`config.mk`:
```
export PLATFORM = sky130hd
export DESIGN_NAME = tmr_timer8
export DESIGN_NICKNAME = d
export VERILOG_FILES = /design/src/tmr_pkg.sv /design/src/tmr_timer8.sv
export SDC_FILE = /design/constraint.sdc
export NUM_CORES = 1
export LEC_CHECK = 0
export ABC_AREA = 1
export ABC_CLOCK_PERIOD_IN_PS = 1800
export CAP_MARGIN = 20
export CORE_UTILIZATION = 55
export DETAILED_ROUTE_END_ITERATION = 8
export DONT_BUFFER_PORTS = 1
export PLACE_DENSITY = 0.8
export REMOVE_ABC_BUFFERS = 1
export SLEW_MARGIN = 20
export SYNTH_ARGS = -nofsm -noshare
export SYNTH_HDL_FRONTEND = slang
export SYNTH_SLANG_ARGS = --single-unit
```
`constraint.sdc`:
```
create_clock -name I_CLK_SYS -period 1.8 [get_ports I_CLK_SYS]
set_input_delay 0 -clock I_CLK_SYS [delete_from_list [all_inputs] [get_ports I_CLK_SYS]]
set_output_delay 0 -clock I_CLK_SYS [all_outputs]
set_load 0.1 [all_outputs]
```
`src/tmr_pkg.sv`:
```
// package for the 8-bit timer/counter: register map, fields, timing constants
// -----------------------------------------------------------------------------
// Operation
// - count value and both compare values are 8-bit registers
// - clock select zero stops the counter, no tick produced
// - processor may read and write the count value at any time
// - a count write beats a coincident tick clear or increment
// - each tick increments or clears the counter per mode
// - compare continuously; equality sets the channel flag at the next tick
// - enabled set compare flag requests interrupt; service acknowledge clears it
// - writing one to a flag bit clears it; zero leaves it
// - a count write blocks compare matches on the next tick, even stopped
// - select bit 0 means normal counting, 1 means clear-on-match
// - normal mode counts up only, wraps 0xff to 0x00
// - normal mode sets overflow flag in the tick the counter wraps
// - counting logic only sets overflow; clear by service or write one
// - max is 0xff; top is 0xff or compare a per mode
// - clear-on-match mode clears counter on tick after matching compare a
// - compare a takes effect at once; below count means wrap first
// - clear-on-match mode sets overflow when counter goes max to zero; the code sets none when compare a is 0xff
// - timer stays disabled unless its power-off bit is written zero
// - all logic on system clock; tick is a one-cycle enable
// - tick comes from prescaler or external pin per clock select
// - select codes: stop, /1, /8, /64, /256, /1024, pin fall, pin rise
// - external pin edges count even while pin is an output
// - overflow interrupt needs global enable, overflow enable and flag
// -----------------------------------------------------------------------------
package tmr_pkg;
	// register byte addresses
	localparam logic [3:0] ADDR_CONTROL = 4'h0;
	localparam logic [3:0] ADDR_COUNT = 4'h4;
	localparam logic [3:0] ADDR_COMPARE_A = 4'h8;
	localparam logic [3:0] ADDR_COMPARE_B = 4'hc;
	localparam logic [4:0] ADDR_MASK = 5'h10;
	localparam logic [4:0] ADDR_FLAG = 5'h14;
	localparam logic [4:0] ADDR_POWER = 5'h18;
	localparam logic [4:0] ADDR_GLOBAL = 5'h1c;
	localparam int ADDR_W = 5;
	// field positions
	localparam int CTRL_CS_LSB = 0;
	localparam int CTRL_MODE_BIT = 3;
	localparam int BIT_OVF = 0;
	localparam int BIT_MATCH_A = 1;
	localparam int BIT_MATCH_B = 2;
	localparam int BIT_POWER_OFF = 0;
	localparam int BIT_GLOBAL_IE = 0;
	// values
	localparam logic [7:0] COUNT_MAX = 8'hff;
	localparam logic [7:0] COUNT_ZERO = 8'h00;
	localparam logic [1:0] RESP_OKAY = 2'h0;
	localparam logic [1:0] RESP_SLVERR = 2'h2;
	localparam logic POWER_OFF_RESET = 1'h1;
	localparam int DIV_8 = 8;
	localparam int DIV_64 = 64;
	localparam int DIV_256 = 256;
	localparam int DIV_1024 = 1024;
	// clock select codes
	typedef enum logic [2:0] {
		CS_STOP = 3'b000,
		CS_DIV1 = 3'b001,
		CS_DIV8 = 3'b010,
		CS_DIV64 = 3'b011,
		CS_DIV256 = 3'b100,
		CS_DIV1024 = 3'b101,
		CS_PIN_FALL = 3'b110,
		CS_PIN_RISE = 3'b111
	} tmr_cs_t;
	// control register content
	typedef struct packed {
		logic clear_on_match_select;
		tmr_cs_t clock_select_field;
	} tmr_ctrl_t;
	// interrupt flag / mask triple
	typedef struct packed {
		logic match_b;
		logic match_a;
		logic overflow;
	} tmr_irq_t;
endpackage

```
`src/tmr_timer8.sv`:
```
// 8-bit timer/counter with two compare channels behind an axi4-lite slave
`timescale 1ns/1ps
module tmr_timer8
	import tmr_pkg::*;
#(
	parameter int PRESCALE_W = 10
) (
	input wire logic I_CLK_SYS, // 100 mhz system clock
	input wire logic I_NRST, // async reset, active low
	input wire logic [ADDR_W-1:0] I_AWADDR, // write address
	input wire logic I_AWVALID, // write address valid
	output logic O_AWREADY, // write address ready
	input wire logic [31:0] I_WDATA, // write data
	input wire logic [3:0] I_WSTRB, // write strobes
	input wire logic I_WVALID, // write data valid
	output logic O_WREADY, // write data ready
	output logic [1:0] O_BRESP, // write response
	output logic O_BVALID, // write response valid
	input wire logic I_BREADY, // write response ready
	input wire logic [ADDR_W-1:0] I_ARADDR, // read address
	input wire logic I_ARVALID, // read address valid
	output logic O_ARREADY, // read address ready
	output logic [31:0] O_RDATA, // read data
	output logic [1:0] O_RRESP, // read response
	output logic O_RVALID, // read data valid
	input wire logic I_RREADY, // read data ready
	input wire logic I_EXT_COUNT, // external_count_input pin
	input wire logic [2:0] I_IRQ_ACK, // service acknowledge per flag
	output logic [2:0] O_IRQ // interrupt requests {match b, match a, overflow}
);

	// -------------------------------------------------------------------------
	// register state
	// -------------------------------------------------------------------------
	logic [7:0] count_value;
	logic [7:0] compare_a_value;
	logic [7:0] compare_b_value;
	tmr_ctrl_t ctrl;
	tmr_irq_t irq_enable;
	tmr_irq_t flags;
	logic power_off;
	logic global_ie;

	// -------------------------------------------------------------------------
	// axi4-lite write channel
	// -------------------------------------------------------------------------
	logic aw_held, w_held;
	logic [ADDR_W-1:0] aw_addr;
	logic [31:0] w_data;
	logic [3:0] w_strb;
	logic wr_fire;
	logic wr_lane0;
	logic wr_count, wr_flag;

	// address and data may come in either order; both are latched first
	always_ff @(posedge I_CLK_SYS or negedge I_NRST) begin
		if (!I_NRST) begin
			aw_held <= 1'b0;
			w_held <= 1'b0;
			aw_addr <= '0;
			w_data <= '0;
			w_strb <= '0;
		end else begin
			if (I_AWVALID && O_AWREADY) begin
				aw_held <= 1'b1;
				aw_addr <= I_AWADDR;
			end else if (wr_fire) begin
				aw_held <= 1'b0;
			end
			if (I_WVALID && O_WREADY) begin
				w_held <= 1'b1;
				w_data <= I_WDATA;
				w_strb <= I_WSTRB;
			end else if (wr_fire) begin
				w_held <= 1'b0;
			end
		end
	end

	assign wr_fire = aw_held && w_held && !O_BVALID;
	assign wr_lane0 = wr_fire && w_strb[0];
	assign wr_count = wr_lane0 && aw_addr == ADDR_W'(ADDR_COUNT);
	assign wr_flag = wr_lane0 && aw_addr == ADDR_FLAG;

	// ready registered so outputs come from flip-flops
	always_ff @(posedge I_CLK_SYS or negedge I_NRST) begin
		if (!I_NRST) begin
			O_AWREADY <= 1'b0;
			O_WREADY <= 1'b0;
			O_BVALID <= 1'b0;
			O_BRESP <= RESP_OKAY;
		end else begin
			O_AWREADY <= !aw_held && !(I_AWVALID && O_AWREADY);
			O_WREADY <= !w_held && !(I_WVALID && O_WREADY);
			if (wr_fire) begin
				O_BVALID <= 1'b1;
				O_BRESP <= (aw_addr[1:0] == 2'h0 && aw_addr <= ADDR_GLOBAL) ?
					RESP_OKAY : RESP_SLVERR;
			end else if (I_BREADY) begin
				O_BVALID <= 1'b0;
			end
		end
	end

	// configuration registers; power bit resets to off so the timer stays idle
	always_ff @(posedge I_CLK_SYS or negedge I_NRST) begin
		if (!I_NRST) begin
			compare_a_value <= COUNT_ZERO;
			compare_b_value <= COUNT_ZERO;
			ctrl <= '0;
			irq_enable <= '0;
			power_off <= POWER_OFF_RESET;
			global_ie <= 1'b0;
		end else if (wr_lane0) begin
			if (aw_addr == ADDR_W'(ADDR_CONTROL)) begin
				ctrl <= w_data[CTRL_MODE_BIT:CTRL_CS_LSB];
			end else if (aw_addr == ADDR_W'(ADDR_COMPARE_A)) begin
				compare_a_value <= w_data[7:0];
			end else if (aw_addr == ADDR_W'(ADDR_COMPARE_B)) begin
				compare_b_value <= w_data[7:0];
			end else if (aw_addr == ADDR_MASK) begin
				irq_enable <= w_data[BIT_MATCH_B:BIT_OVF];
			end else if (aw_addr == ADDR_POWER) begin
				power_off <= w_data[BIT_POWER_OFF];
			end else if (aw_addr == ADDR_GLOBAL) begin
				global_ie <= w_data[BIT_GLOBAL_IE];
			end
		end
	end

	// -------------------------------------------------------------------------
	// axi4-lite read channel
	// -------------------------------------------------------------------------
	logic [31:0] rd_word;

	// read mux; reserved bits and unmapped words read zero
	always_comb begin
		rd_word = '0;
		if (I_ARADDR == ADDR_W'(ADDR_CONTROL)) begin
			rd_word[CTRL_MODE_BIT:CTRL_CS_LSB] = ctrl;
		end else if (I_ARADDR == ADDR_W'(ADDR_COUNT)) begin
			rd_word[7:0] = count_value;
		end else if (I_ARADDR == ADDR_W'(ADDR_COMPARE_A)) begin
			rd_word[7:0] = compare_a_value;
		end else if (I_ARADDR == ADDR_W'(ADDR_COMPARE_B)) begin
			rd_word[7:0] = compare_b_value;
		end else if (I_ARADDR == ADDR_MASK) begin
			rd_word[BIT_MATCH_B:BIT_OVF] = irq_enable;
		end else if (I_ARADDR == ADDR_FLAG) begin
			rd_word[BIT_MATCH_B:BIT_OVF] = flags;
		end else if (I_ARADDR == ADDR_POWER) begin
			rd_word[BIT_POWER_OFF] = power_off;
		end else if (I_ARADDR == ADDR_GLOBAL) begin
			rd_word[BIT_GLOBAL_IE] = global_ie;
		end
	end

	// one read at a time; data registered one cycle after address taken
	always_ff @(posedge I_CLK_SYS or negedge I_NRST) begin
		if (!I_NRST) begin
			O_ARREADY <= 1'b0;
			O_RVALID <= 1'b0;
			O_RDATA <= '0;
			O_RRESP <= RESP_OKAY;
		end else begin
			O_ARREADY <= !O_RVALID && !(I_ARVALID && O_ARREADY);
			if (I_ARVALID && O_ARREADY) begin
				O_RVALID <= 1'b1;
				O_RDATA <= rd_word;
				O_RRESP <= (I_ARADDR[1:0] == 2'h0 && I_ARADDR <= ADDR_GLOBAL) ?
					RESP_OKAY : RESP_SLVERR;
			end else if (I_RREADY) begin
				O_RVALID <= 1'b0;
			end
		end
	end

	// -------------------------------------------------------------------------
	// tick generation
	// -------------------------------------------------------------------------
	logic ext_meta, ext_sync, ext_prev;
	logic [PRESCALE_W-1:0] prescale;
	logic timer_tick;
	logic enabled;

	assign enabled = !power_off;

	// two-stage synchroniser then one delay for edge detect
	always_ff @(posedge I_CLK_SYS or negedge I_NRST) begin
		if (!I_NRST) begin
			ext_meta <= 1'b0;
			ext_sync <= 1'b0;
			ext_prev <= 1'b0;
		end else begin
			ext_meta <= I_EXT_COUNT;
			ext_sync <= ext_meta;
			ext_prev <= ext_sync;
		end
	end

	// free-running prescaler; halted while powered off to save toggling
	always_ff @(posedge I_CLK_SYS or negedge I_NRST) begin
		if (!I_NRST) begin
			prescale <= '0;
		end else if (enabled) begin
			prescale <= prescale + 1'b1;
		end
	end

	// clock select: one-cycle enable, never a derived clock
	always_comb begin
		timer_tick = 1'b0;
		case (ctrl.clock_select_field)
			CS_STOP: timer_tick = 1'b0;
			CS_DIV1: timer_tick = 1'b1;
			CS_DIV8: timer_tick = prescale[$clog2(DIV_8)-1:0] == '1;
			CS_DIV64: timer_tick = prescale[$clog2(DIV_64)-1:0] == '1;
			CS_DIV256: timer_tick = prescale[$clog2(DIV_256)-1:0] == '1;
			CS_DIV1024: timer_tick = prescale[$clog2(DIV_1024)-1:0] == '1;
			CS_PIN_FALL: timer_tick = ext_prev && !ext_sync;
			CS_PIN_RISE: timer_tick = !ext_prev && ext_sync;
			default: timer_tick = 1'b0;
		endcase
		timer_tick = timer_tick && enabled;
	end

	// -------------------------------------------------------------------------
	// counter, compare and flags
	// -------------------------------------------------------------------------
	logic match_a, match_b, block_match;
	logic top_clear, wraps;
	logic [7:0] next_count;
	tmr_irq_t set_flags, clr_flags;

	assign match_a = count_value == compare_a_value;
	assign match_b = count_value == compare_b_value;
	// mode 1 uses compare a as top; mode 0 has top at max
	assign top_clear = ctrl.clear_on_match_select && match_a;
	// a lower compare a simply misses and the counter wraps first
	assign wraps = count_value == COUNT_MAX && !top_clear;
	assign next_count = top_clear ? COUNT_ZERO : count_value + 8'h01;

	// a count write wins over any tick in the same cycle
	always_ff @(posedge I_CLK_SYS or negedge I_NRST) begin
		if (!I_NRST) begin
			count_value <= COUNT_ZERO;
		end else if (wr_count) begin
			count_value <= w_data[7:0];
		end else if (timer_tick) begin
			count_value <= next_count;
		end
	end

	// block armed by a count write, consumed by the next tick even when stopped
	always_ff @(posedge I_CLK_SYS or negedge I_NRST) begin
		if (!I_NRST) begin
			block_match <= 1'b0;
		end else if (wr_count) begin
			block_match <= 1'b1;
		end else if (timer_tick) begin
			block_match <= 1'b0;
		end
	end

	// hardware sets win over service or software clears
	always_comb begin
		set_flags.overflow = timer_tick && wraps;
		set_flags.match_a = timer_tick && match_a && !block_match;
		set_flags.match_b = timer_tick && match_b && !block_match;
		clr_flags = I_IRQ_ACK;
		if (wr_flag) begin
			clr_flags = clr_flags | w_data[BIT_MATCH_B:BIT_OVF];
		end
	end

	always_ff @(posedge I_CLK_SYS or negedge I_NRST) begin
		if (!I_NRST) begin
			flags <= '0;
		end else begin
			flags <= set_flags | (flags & ~clr_flags);
		end
	end

	// interrupt lines gated by per-source enables and the global enable
	always_ff @(posedge I_CLK_SYS or negedge I_NRST) begin
		if (!I_NRST) begin
			O_IRQ <= '0;
		end else begin
			O_IRQ <= global_ie ? (flags & irq_enable & ~clr_flags) : '0;
		end
	end
endmodule

```
==> out/results.txt, run 1 <==
Flop pwr share -> 38.8%
YS warnings -> 0
register bit total from synthesis -> 84
hold crit path type -> in2async
violated checks -> hold timing
H-tree Lvls -> 3
I/O pin cnt -> 101
Final ANT Viol Nets -> 0
status -> finished with violations
Cell Int Power -> 4560 uW
final wirelength -> 9660 um
Die X -> 91.6 um
Setup WS post-layout -> 169 ps
LEAKAGE -> 0.00259 uW
Reg2Reg Setup Slack -> 170 ps
die area -> 8400 um2
Placer Congestion -> 0.868
R2R Path End -> count_value[6]
library cells used by synthesis -> 33
row count -> 32
Fin Clk Skew -> 11.8 ps
pin count of the biggest net entering global routing -> 85
CTS Buf Count -> 9
Logic pwr share -> 40.9%
top post-synthesis cells by area -> dfrtp_1, nand2_1, inv_1
layout net count -> 647
routed wire length per instance -> 13.9 um
worst-skew pair later-pin latency -> 370 ps
worst-margin pin slew -> 598 ps
Slew Limit Fails -> 0
post-synthesis sequential area ratio -> 47.6%
Post-CTS Hold Buffers -> 28
CTS tree -> yes
fmax -> 613 MHz
crit path time final -> 1630 ps
PortBufs -> 0
gr usage total -> 25.5%
reg2reg start -> count_value[0]
critical path arrival -> 1900 ps
share of the synthesized area in the top cell type -> 47.0%
Detailed Routing Iterations Pass 1 -> 5
Max VDD drop -> 0.00128 V
mean post-synth cell area -> 8.20 um2
fin crit share -> 90.6%
placed cell area -> 4540 um2
first-pass GRT wire length -> 16600 um
Mapped Cells -> 539
dpl hpwl -> 6660 um
initial antenna violation count -> 0
worst-path fanout max -> 7
pwr dens -> 1630 nW/um2
vias in the first global route -> 3546
core area -> 7770 um2
synthesized cell area -> 4420 um2
Setup WS pre-CTS -> 110 ps
post-route cell area -> 5100 um2
drc violations -> 0
DR iter-0 viols -> 272
CP required -> 2060 ps
Crit Path Class -> reg2reg
hold slack -> -688 ps
cell depth of the worst flop-to-flop path -> 9
clock share of power -> 20.3%
drt via density -> 5.29
Net Switching -> 3760 uW
Net Sw Frac -> 45.2%
RSZ-0062 raised after global routing -> false
crit end category -> flip-flop
cell taking the most area after synthesis -> dfrtp_1
die height -> 91.6 um
clock sinks -> 84
maxcap violations -> 0
clk slew on worst S/H paths -> 90 ps
Initial Util -> 56.9%
Final setup viols -> 0
CP Launch Type -> flip-flop
layout overhead on the synthesized area -> 15.5%
Relative slew margins -> 60.0%
DR vias -> 3674
antenna diode count -> 0
layout cells sized above 1 -> 11.0%
Fin. Hold Viols -> 84
Longest Clk Path Bufs -> 2
Clock Tree Root -> clkbuf_8
GRT overflow -> 0
## state kept, by name (all words and copies together) (netlist names), 4 cells and up
name	flops
prescale	10
O_RDATA	8
compare_a_value	8
compare_b_value	8
count_value	8
w_data	8
aw_addr	5
ctrl	4
## how the worst max path moves through the flow
stage                   startpoint        endpoint  slack, ps  depth (start not counted)
floorplan                 O_BVALID  count_value[0]       -140                          7
global placement       prescale[0]  count_value[4]        150                         10
detailed placement     prescale[0]  count_value[0]        110                          9
CTS                    prescale[0]  count_value[0]        100                          9
global route        count_value[1]  count_value[6]          2                          9
finish              count_value[0]  count_value[6]        170                          9
## cells in the mapped netlist
cell type / n
a21oi_1: 27
nand4_1: 10
o22ai_1: 3
clkbuf_1: 3
o21ai_1: 4
nor3_1: 3
nand3_1: 33
nand2_1: 156
a31oi_1: 3
a41oi_1: 1
nor2_1: 42
xnor2_1: 13
nor3_2: 2
ha_1: 3
o21ai_0: 31
inv_2: 4
nor3_4: 1
conb_1: 1
or2_2: 1
buf_2: 6
nor2_4: 3
buf_6: 2
dfstp_2: 1
nand3_4: 3
dfrtp_1: 83
nand3b_1: 1
nand3_2: 5
xor2_1: 7
inv_1: 56
nand4_4: 2
buf_4: 26
mux2_2: 2
nor2_8: 1
## stage by stage
step | total power (uW) | util [%] | std cells | TNS [ps]
final | 8320 | 65.7 | 694 | 0
after global routing | 8840 | 65.7 | 694 | 0
after CTS | 8220 | 65.4 | 694 | 0
after detailed placement | 6470 | 58.4 | 650 | 0
after global placement | 6330 | 58.4 | 650 | 0
after floorplan | 5700 | - | 527 | -1430
## cell type report
| type | count | area (um2) |
|---|---|---|
| Fill cell | 661 | 2670 |
| Clock inverter | 5 | 108 |
| Sequential cell | 84 | 2100 |
| Multi-Input combinational cell | 383 | 1940 |
| Inverter | 60 | 228 |
| Clock buffer | 11 | 151 |
| Tap cell | 102 | 128 |
| Timing Repair Buffer | 49 | 442 |
## cells in the final DEF, fill, tap and decap left out, drive strengths merged
cell type	instances
inv	60
nor3	6
nand3b	1
dlygate4sd3	28
nand4	12
nor2	46
mux2	2
a31oi	3
clkinv	2
nand3	41
bufinv	3
a41oi	1
xnor2	13
or2	1
ha	3
buf	21
o22ai	3
a21oi	27
clkbuf	11
conb	26
o21ai	35
xor2	7
dfstp	1
dfrtp	83
nand2	156
## layer usage
layer  track usage, %  vias up  wire length, um
met1             32.3     1758             4220
met5                0        -                0
met4             10.7        0              246
li1                 -     1758                -
met2             42.3      136             4660
met3             5.47       22              532
## power by group through the flow
stage,Combinational [uW],Clock (uW),Sequential (uW)
floorplan,1920,0,3780
CTS,3310,1720,3200
global route,3730,1780,3320
detailed placement,3240,0,3230
finish,3400,1690,3230
global placement,3140,0,3190
## timing repair
action / 4_1_cts / 5_1_grt
resized for setup: 0 / 6
setup endpoints to repair: 0 / 9
setup buffers: 0 / 0
endpoints found under the hold margin: 119 / 84
## worst max-delay path: stages (launching register included)
cell	delay (ps)
dfrtp_1	510
ha_1	250
nand2_1	60
nor2_1	160
nand3_1	130
xor2_1	170
nand3_1	90
nand2_1	60
nand2_1	50
nand2_1	50
## cell families after synthesis
family,count (synthesis),share of synthesized area (%)
buffers and inverters,97,11.0
other,1,0.0849
flip-flops,84,47.6
AO/OA/AOI/OAI,69,8.07
AND/OR/NAND/NOR,263,28.0
multiplexers,2,0.510
XOR/XNOR,20,3.96
adder cells (fa/ha/maj),3,0.850
Power figures use the tool's default switching activity.
==> inputs of run 2 (changes only) <==
--- a/config.mk
+++ b/config.mk
@@ -5,7 +5,6 @@
 export SDC_FILE = /design/constraint.sdc
 export NUM_CORES = 1
 export LEC_CHECK = 0
-export ABC_AREA = 1
 export ABC_CLOCK_PERIOD_IN_PS = 1800
 export CAP_MARGIN = 20
 export CORE_UTILIZATION = 55
==> run 2 against run 1 <==
The run ends with hold timing, setup timing left. Final cell count fell by 21%. Clock power fell by 7%. Global-route usage fell by 1.6 points. Largest cell class unchanged. Highest routed layer unchanged.
==> out/results.txt, run 2 <==
YS warnings -> 0 (unchanged)
Setup WS post-layout -> -43.7 ps (was 169 ps)
cell taking the most area after synthesis -> dfrtp_1 (unchanged)
pwr dens -> 1700 nW/um2 (was 1630 nW/um2)
CP required -> 2050 ps (was 2060 ps)
core area -> 7690 um2 (was 7770 um2)
hold slack -> -680 ps (was -688 ps)
Die X -> 90.8 um (was 91.6 um)
worst path bufs/invs -> 1 (was 0)
top_reg_cell synth -> dfrtp_1 (unchanged)
I/O pin cnt -> 101 (unchanged)
cell family with most CP delay -> simple AND/OR/NAND/NOR gates (unchanged)
crit path cell chain -> or3_4, nor4b_4, buf_6, nor3_2, a32oi_1, o21ai_1 (was ha_1, nand2_1, nor2_1, nand3_1, xor2_1, nand3_1, nand2_1, nand2_1, nand2_1)
Post-synth EDFFs -> 0 (unchanged)
crit end category -> flip-flop (unchanged)
GRT overflow -> 0 (unchanged)
H-tree Lvls -> 3 (unchanged)
Fin. Hold Viols -> 84 (unchanged)
LEAKAGE -> 0.00239 uW (was 0.00259 uW)
worst-path fanout max -> 9 (was 7)
post-synthesis adder-cell area fraction -> 0.865% (was 0.850%)
slowest library cell on the worst path -> or3_4 (was dfrtp_1)
layout overhead on the synthesized area -> 21.4% (was 15.5%)
maxcap violations -> 0 (unchanged)
Placer Congestion -> 0.880 (was 0.868)
Fin Clk Skew -> 15.1 ps (was 11.8 ps)
max FFs per register -> 10 (unchanged)
Post-CTS Hold Buffers -> 28 (unchanged)
PortBufs -> 0 (unchanged)
clk slew on worst S/H paths -> 90 ps (about the same)
most frequent cells in the layout -> dfrtp_1, buf_4, mux2_2 (was nand2_1, dfrtp_1, inv_1)
library cells used by synthesis -> 58 (was 33)
Slew Limit Fails -> 0 (unchanged)
Final ANT Viol Nets -> 0 (unchanged)
Detailed Routing Iterations Pass 1 -> 6 (was 5)
fmax -> 542 MHz (was 613 MHz)
first-pass GRT wire length -> 15200 um (was 16600 um)
setup_tns -> -43.7 ps (was 0 ps)
post-synthesis async set-or-reset flop share -> 100% (unchanged)
share of the synthesized area in the top cell type -> 47.9% (was 47.0%)
die area -> 8250 um2 (was 8400 um2)
pin count of the biggest net entering global routing -> 85 (unchanged)
DR iter-0 viols -> 153 (was 272)
register bit total from synthesis -> 84 (unchanged)
RSZ-0062 raised after global routing -> true (was false)
max incr delay on CP -> 450 ps (was 510 ps)
FILL cells -> 549 (was 661)
fin crit share -> 102% (was 90.6%)
die height -> 90.8 um (was 91.6 um)
Longest Clk Path Bufs -> 2 (unchanged)
top-count cell post-synth -> dfrtp_1 (was nand2_1)
Largest Register -> prescale (unchanged)
initial antenna violation count -> 0 (unchanged)
gr usage total -> 23.9% (was 25.5%)
Clock Tree Root -> clkbuf_8 (unchanged)
top post-synthesis cells by area -> dfrtp_1, mux2_2, buf_4 (was dfrtp_1, nand2_1, inv_1)
antenna diode count -> 0 (unchanged)
layout net count -> 502 (was 647)
post-synthesis sequential area ratio -> 48.5% (was 47.6%)
CP Launch Type -> flip-flop (unchanged)
largest family of logic cells by synthesized area -> multiplexers (was simple AND/OR/NAND/NOR gates)
mean post-synth cell area -> 11.8 um2 (was 8.20 um2)
Max VDD drop -> 0.00121 V (was 0.00128 V)
Synth Area in XOR/XNOR -> 5.02% (was 3.96%)
worst-skew pair later-pin latency -> 370 ps (about the same)
DR vias -> 3048 (was 3674)
violated checks -> hold timing, setup timing (was hold timing)
layout cells sized above 1 -> 32.7% (was 11.0%)
Synth Area in Simple Gates -> 13.6% (was 28.0%)
dpl hpwl -> 6250 um (was 6660 um)
drc violations -> 0 (unchanged)
crit path time final -> 1840 ps (was 1630 ps)
synth cell count leaders -> dfrtp_1, mux2_2, nand2_1 (was nand2_1, dfrtp_1, inv_1)
Compound-Gate Fraction of Synth Area -> 8.74% (was 8.07%)
routed wire length per instance -> 16.9 um (was 13.9 um)
most common cell after layout, fill and taps aside -> dfrtp_1 (was nand2_1)
Initial Util -> 56.4% (was 56.9%)
Crit Path Class -> reg2reg (unchanged)
status -> finished with violations (unchanged)
Mapped Cells -> 369 (was 539)
CTS tree -> yes (unchanged)
multiplexer share of the synthesized area -> 15.2% (was 0.510%)
vias in the first global route -> 3046 (was 3546)
synthesized cell area -> 4340 um2 (was 4420 um2)
final wirelength -> 9280 um (was 9660 um)
row count -> 32 (unchanged)
drt via density -> 5.55 (was 5.29)
Final setup viols -> 1 (was 0)
CTS Buf Count -> 9 (unchanged)
critical path arrival -> 2090 ps (was 1900 ps)
clock sinks -> 84 (unchanged)
Setup WS pre-CTS -> -109 ps (was 110 ps)
hold crit path type -> in2async (unchanged)
## run 2: power by group
group	switching, uW	internal (uW)
clock network	661	920
logic	2240	1740
registers	792	2590
## run 2: per-layer routing
metal	up-vias	part of all wire, %	wire (um)	global-route usage, %
met2	103	50	4590	38.3
met3	15	4.8	448	4.21
li1	1414	-	-	-
met1	1516	44	4070	31.8
met4	0	1.8	165	11.1
met5	-	0	0	0
## run 2: cell type report
cell class / count / area, um2 / share of cell area [%]
multi-input combinational: 257 / 2080 / 39.5
sequential: 84 / 2100 / 39.9
inverter: 11 / 41.3 / 0.784
clock inverter: 5 / 103 / 1.95
tap: 102 / 128 / 2.42
clock buffer: 11 / 131 / 2.49
timing repair buffer: 79 / 682 / 12.9
## run 2: path summary, 6_finish.rpt
path | endpoint | slack (ps) | cells after the start | start
min in group I_CLK_SYS | O_RDATA[3] | 10 | 3 | I_ARADDR[2]
worst max-delay path | count_value[5] | -40 | 6 | aw_addr[1]
worst max register to register | count_value[5] | -40 | 6 | aw_addr[1]
max in group asynchronous | power_off | 2270 | 0 | I_NRST
worst min-delay path | O_IRQ[1] | -680 | 0 | I_NRST
worst min register to register | ext_sync | 360 | 0 | ext_meta
## run 2: worst register-to-register path: cells and delay by family (launching register included)
family / cells / cell delay (ps)
AOI/OAI and AO/OA: 2 / 350
buffers and inverters: 1 / 180
DFF: 1 / 390
and+or+nand+nor: 3 / 800
## run 2: repair_timing
item,4_1_cts,5_1_grt
setup endpoints to repair,10,24
resized for setup,6,20
pin swaps,4,13
setup buffers,0,3
endpoints found under the hold margin,120,84
## run 2: logic make-up (layout without fill, tap and decap cells)
group	after synthesis	after routing
and+or+nand+nor	95	95
DFF	84	84
AOI/OAI and AO/OA	56	56
muxes	53	53
buffers and inverters	53	106
xor gates and xnor gates	24	24
adders and majority gates	3	3
other	1	26
## run 2: through the flow
stage                     cell area, um2  power [uW]  utilization [%]  hold WS, ps  std cells
after global placement              4610        6820             60.0         -293        502
final                               5270        8940             68.5         -680        549
after global routing                5270        9410             68.5         -697        549
after floorplan                     4130        5790                -         -296        352
after CTS                           5170        8700             67.2         -695        546
after detailed placement            4610        6990             60.0         -294        502
==> inputs of run 3 (changes only) <==
--- a/config.mk
+++ b/config.mk
@@ -6,11 +6,11 @@
 export NUM_CORES = 1
 export LEC_CHECK = 0
 export ABC_CLOCK_PERIOD_IN_PS = 1800
+export BUFFER_PORTS_ARGS = -buffer_cell sky130_fd_sc_hd__buf_4
 export CAP_MARGIN = 20
-export CORE_UTILIZATION = 55
+export CORE_UTILIZATION = 54
 export DETAILED_ROUTE_END_ITERATION = 8
-export DONT_BUFFER_PORTS = 1
-export PLACE_DENSITY = 0.8
+export PLACE_DENSITY = 0.9
 export REMOVE_ABC_BUFFERS = 1
 export SLEW_MARGIN = 20
 export SYNTH_ARGS = -nofsm -noshare
==> run 3 against run 2 <==
The flow finishes with violations (setup timing). Final cell count is 6.7% higher. Maximum frequency down 3.5%. Sequential power rose by 1%. Register-to-register slack lost 70 ps. Critical path type unchanged. Largest cell class unchanged. Highest routed layer unchanged.
==> out/results.txt, run 3 (synthesis gave the netlist of run 2 again) <==
cell family with most CP delay -> compound AO/OA/AOI/OAI gates (was simple AND/OR/NAND/NOR gates)
Die X -> 91.6 um (was 90.8 um)
pwr dens -> 1670 nW/um2 (was 1700 nW/um2)
hold path cells -> 3
DR vias -> 3383 (was 3048)
fmax -> 523 MHz (was 542 MHz)
dpl hpwl -> 6550 um (was 6250 um)
Hold Startpoint -> I_ARADDR[4]
slowest library cell on the worst path -> dfrtp_1 (was or3_4)
initial antenna violation count -> 0 (unchanged)
Detailed Routing Iterations Pass 1 -> 6 (unchanged)
DR iter-0 viols -> 259 (was 153)
worst path bufs/invs -> 1 (unchanged)
reg2reg start -> prescale[1] (was aw_addr[1])
maxcap violations -> 0 (unchanged)
RSZ-0062 raised after global routing -> true (unchanged)
pin count of the biggest net entering global routing -> 85 (unchanged)
cell depth of the worst flop-to-flop path -> 6 (unchanged)
max incr delay on CP -> 400 ps (was 450 ps)
placed cell area -> 4840 um2 (was 4610 um2)
clk slew on worst S/H paths -> 80 ps (was 90 ps)
GRT overflow -> 0 (unchanged)
drt via density -> 5.77 (was 5.55)
violated checks -> setup timing (was hold timing, setup timing)
Reg2Reg Setup Slack -> -110 ps (was -40 ps)
crit path time final -> 1910 ps (was 1840 ps)
Setup WS post-layout -> -110 ps (was -43.7 ps)
Clock Tree Root -> clkbuf_8 (unchanged)
WHS Endpoint -> O_RDATA[0]
core area -> 7770 um2 (was 7690 um2)
Final setup viols -> 14 (was 1)
Max VDD drop -> 0.00135 V (was 0.00121 V)
status -> finished with violations (unchanged)
LEAKAGE -> 0.00255 uW (was 0.00239 uW)
gr usage total -> 26.6% (was 23.9%)
most common cell after layout, fill and taps aside -> buf_4 (was dfrtp_1)
max FFs per register -> 10 (unchanged)
layout overhead on the synthesized area -> 28.3% (was 21.4%)
crit path cell chain -> ha_4, nand4_4, a2111oi_4, buf_4, o211ai_2, o41ai_2 (was or3_4, nor4b_4, buf_6, nor3_2, a32oi_1, o21ai_1)
CP Launch Type -> flip-flop (unchanged)
layout net count -> 539 (was 502)
layout cells sized above 1 -> 38.6% (was 32.7%)
Slew Limit Fails -> 0 (unchanged)
CTS tree -> yes (unchanged)
worst-path fanout max -> 3 (was 9)
PortBufs -> 47 (was 0)
post-route cell area -> 5570 um2 (was 5270 um2)
antenna diode count -> 0 (unchanged)
row count -> 32 (unchanged)
final wirelength -> 10600 um (was 9280 um)
first-pass GRT wire length -> 17000 um (was 15200 um)
critical path arrival -> 2160 ps (was 2090 ps)
worst-skew pair later-pin latency -> 360 ps (was 370 ps)
Final ANT Viol Nets -> 0 (unchanged)
Placer Congestion -> 0.857 (was 0.880)
die area -> 8400 um2 (was 8250 um2)
Initial Util -> 55.9% (was 56.4%)
Fin Clk Skew -> 7.55 ps (was 15.1 ps)
fin crit share -> 106% (was 102%)
hold crit path type -> in2reg (was in2async)
Crit Path Class -> reg2reg (unchanged)
clock sinks -> 84 (unchanged)
H-tree Lvls -> 3 (unchanged)
Fin. Hold Viols -> 0 (was 84)
drc violations -> 0 (unchanged)
most frequent cells in the layout -> buf_4, dfrtp_1, mux2_2 (was dfrtp_1, buf_4, mux2_2)
placed cells -> 531 (was 502)
die height -> 91.6 um (was 90.8 um)
I/O pin cnt -> 101 (unchanged)
crit end category -> flip-flop (unchanged)
vias in the first global route -> 3450 (was 3046)
CTS Buf Count -> 9 (unchanged)
CP required -> 2050 ps (about the same)
routed wire length per instance -> 18.1 um (was 16.9 um)
Largest Register -> prescale (unchanged)
Longest Clk Path Bufs -> 2 (unchanged)
R2R Path End -> flags[2] (was count_value[5])
final non-filler cell total -> 586 (was 549)
-- run 3: tightest hold or removal path, delay by kind of cell --
family,cells,cell delay (ps)
mux,1,80
buf+inv,1,140
compound gates,1,130
-- run 3: layout make-up --
class	instances	area, um2
Clock buffer	11	151
Clock inverter	5	83.8
Fill cell	518	2200
Inverter	11	41.3
Multi-Input combinational cell	258	2100
Sequential cell	84	2110
Tap cell	102	128
Timing Repair Buffer	115	956
-- run 3: worst max-delay path by stage --
| stage | cells after the start | end | startpoint |
|---|---|---|---|
| after floorplan | 3 | compare_b_value[0] | O_BVALID |
| after global placement | 5 | flags[2] | prescale[0] |
| after detailed placement | 5 | flags[2] | prescale[0] |
| after CTS | 8 | count_value[4] | prescale[1] |
| after global routing | 8 | count_value[7] | prescale[1] |
| final | 6 | flags[2] | prescale[1] |
-- run 3: metal layers --
layer / vias up / track usage, % / share of wire [%]
met2: 175 / 44.8 / 50
met5: - / 0 / 0
met3: 41 / 4.15 / 6.0
met1: 1681 / 33.3 / 41
li1: 1486 / - / -
met4: 0 / 13.6 / 3.2
-- run 3: power breakdown --
group,switching [uW],internal (uW),total (uW)
sequential,845,2590,3430
clock,689,859,1550
combinational,2400,1890,4290
total,3930,5340,9270
-- run 3: metrics by stage --
step | util [%] | hold slack, ps | TNS [ps] | setup slack [ps] | total power [uW]
after floorplan | - | -296 | -15570 | -487 | 5790
after global placement | 62.4 | 59.9 | 0 | 5.77 | 6900
after detailed placement | 62.4 | 64.5 | -331 | -113 | 7120
final | 71.7 | 24.3 | -746 | -110 | 9270
after CTS | 70.7 | 11.5 | -137 | -26.6 | 9040
after global routing | 71.7 | 46.7 | -1470 | -159 | 9700
-- run 3: timing repair --
item / CTS / global route
cloned: 1 / 0
endpoints found under the setup margin: 25 / 24
hold endpoints to repair: 109 / 0
pin swaps: 9 / 7
resized for setup: 15 / 12
hold buffers: 26 / 0
setup buffers: 7 / 5
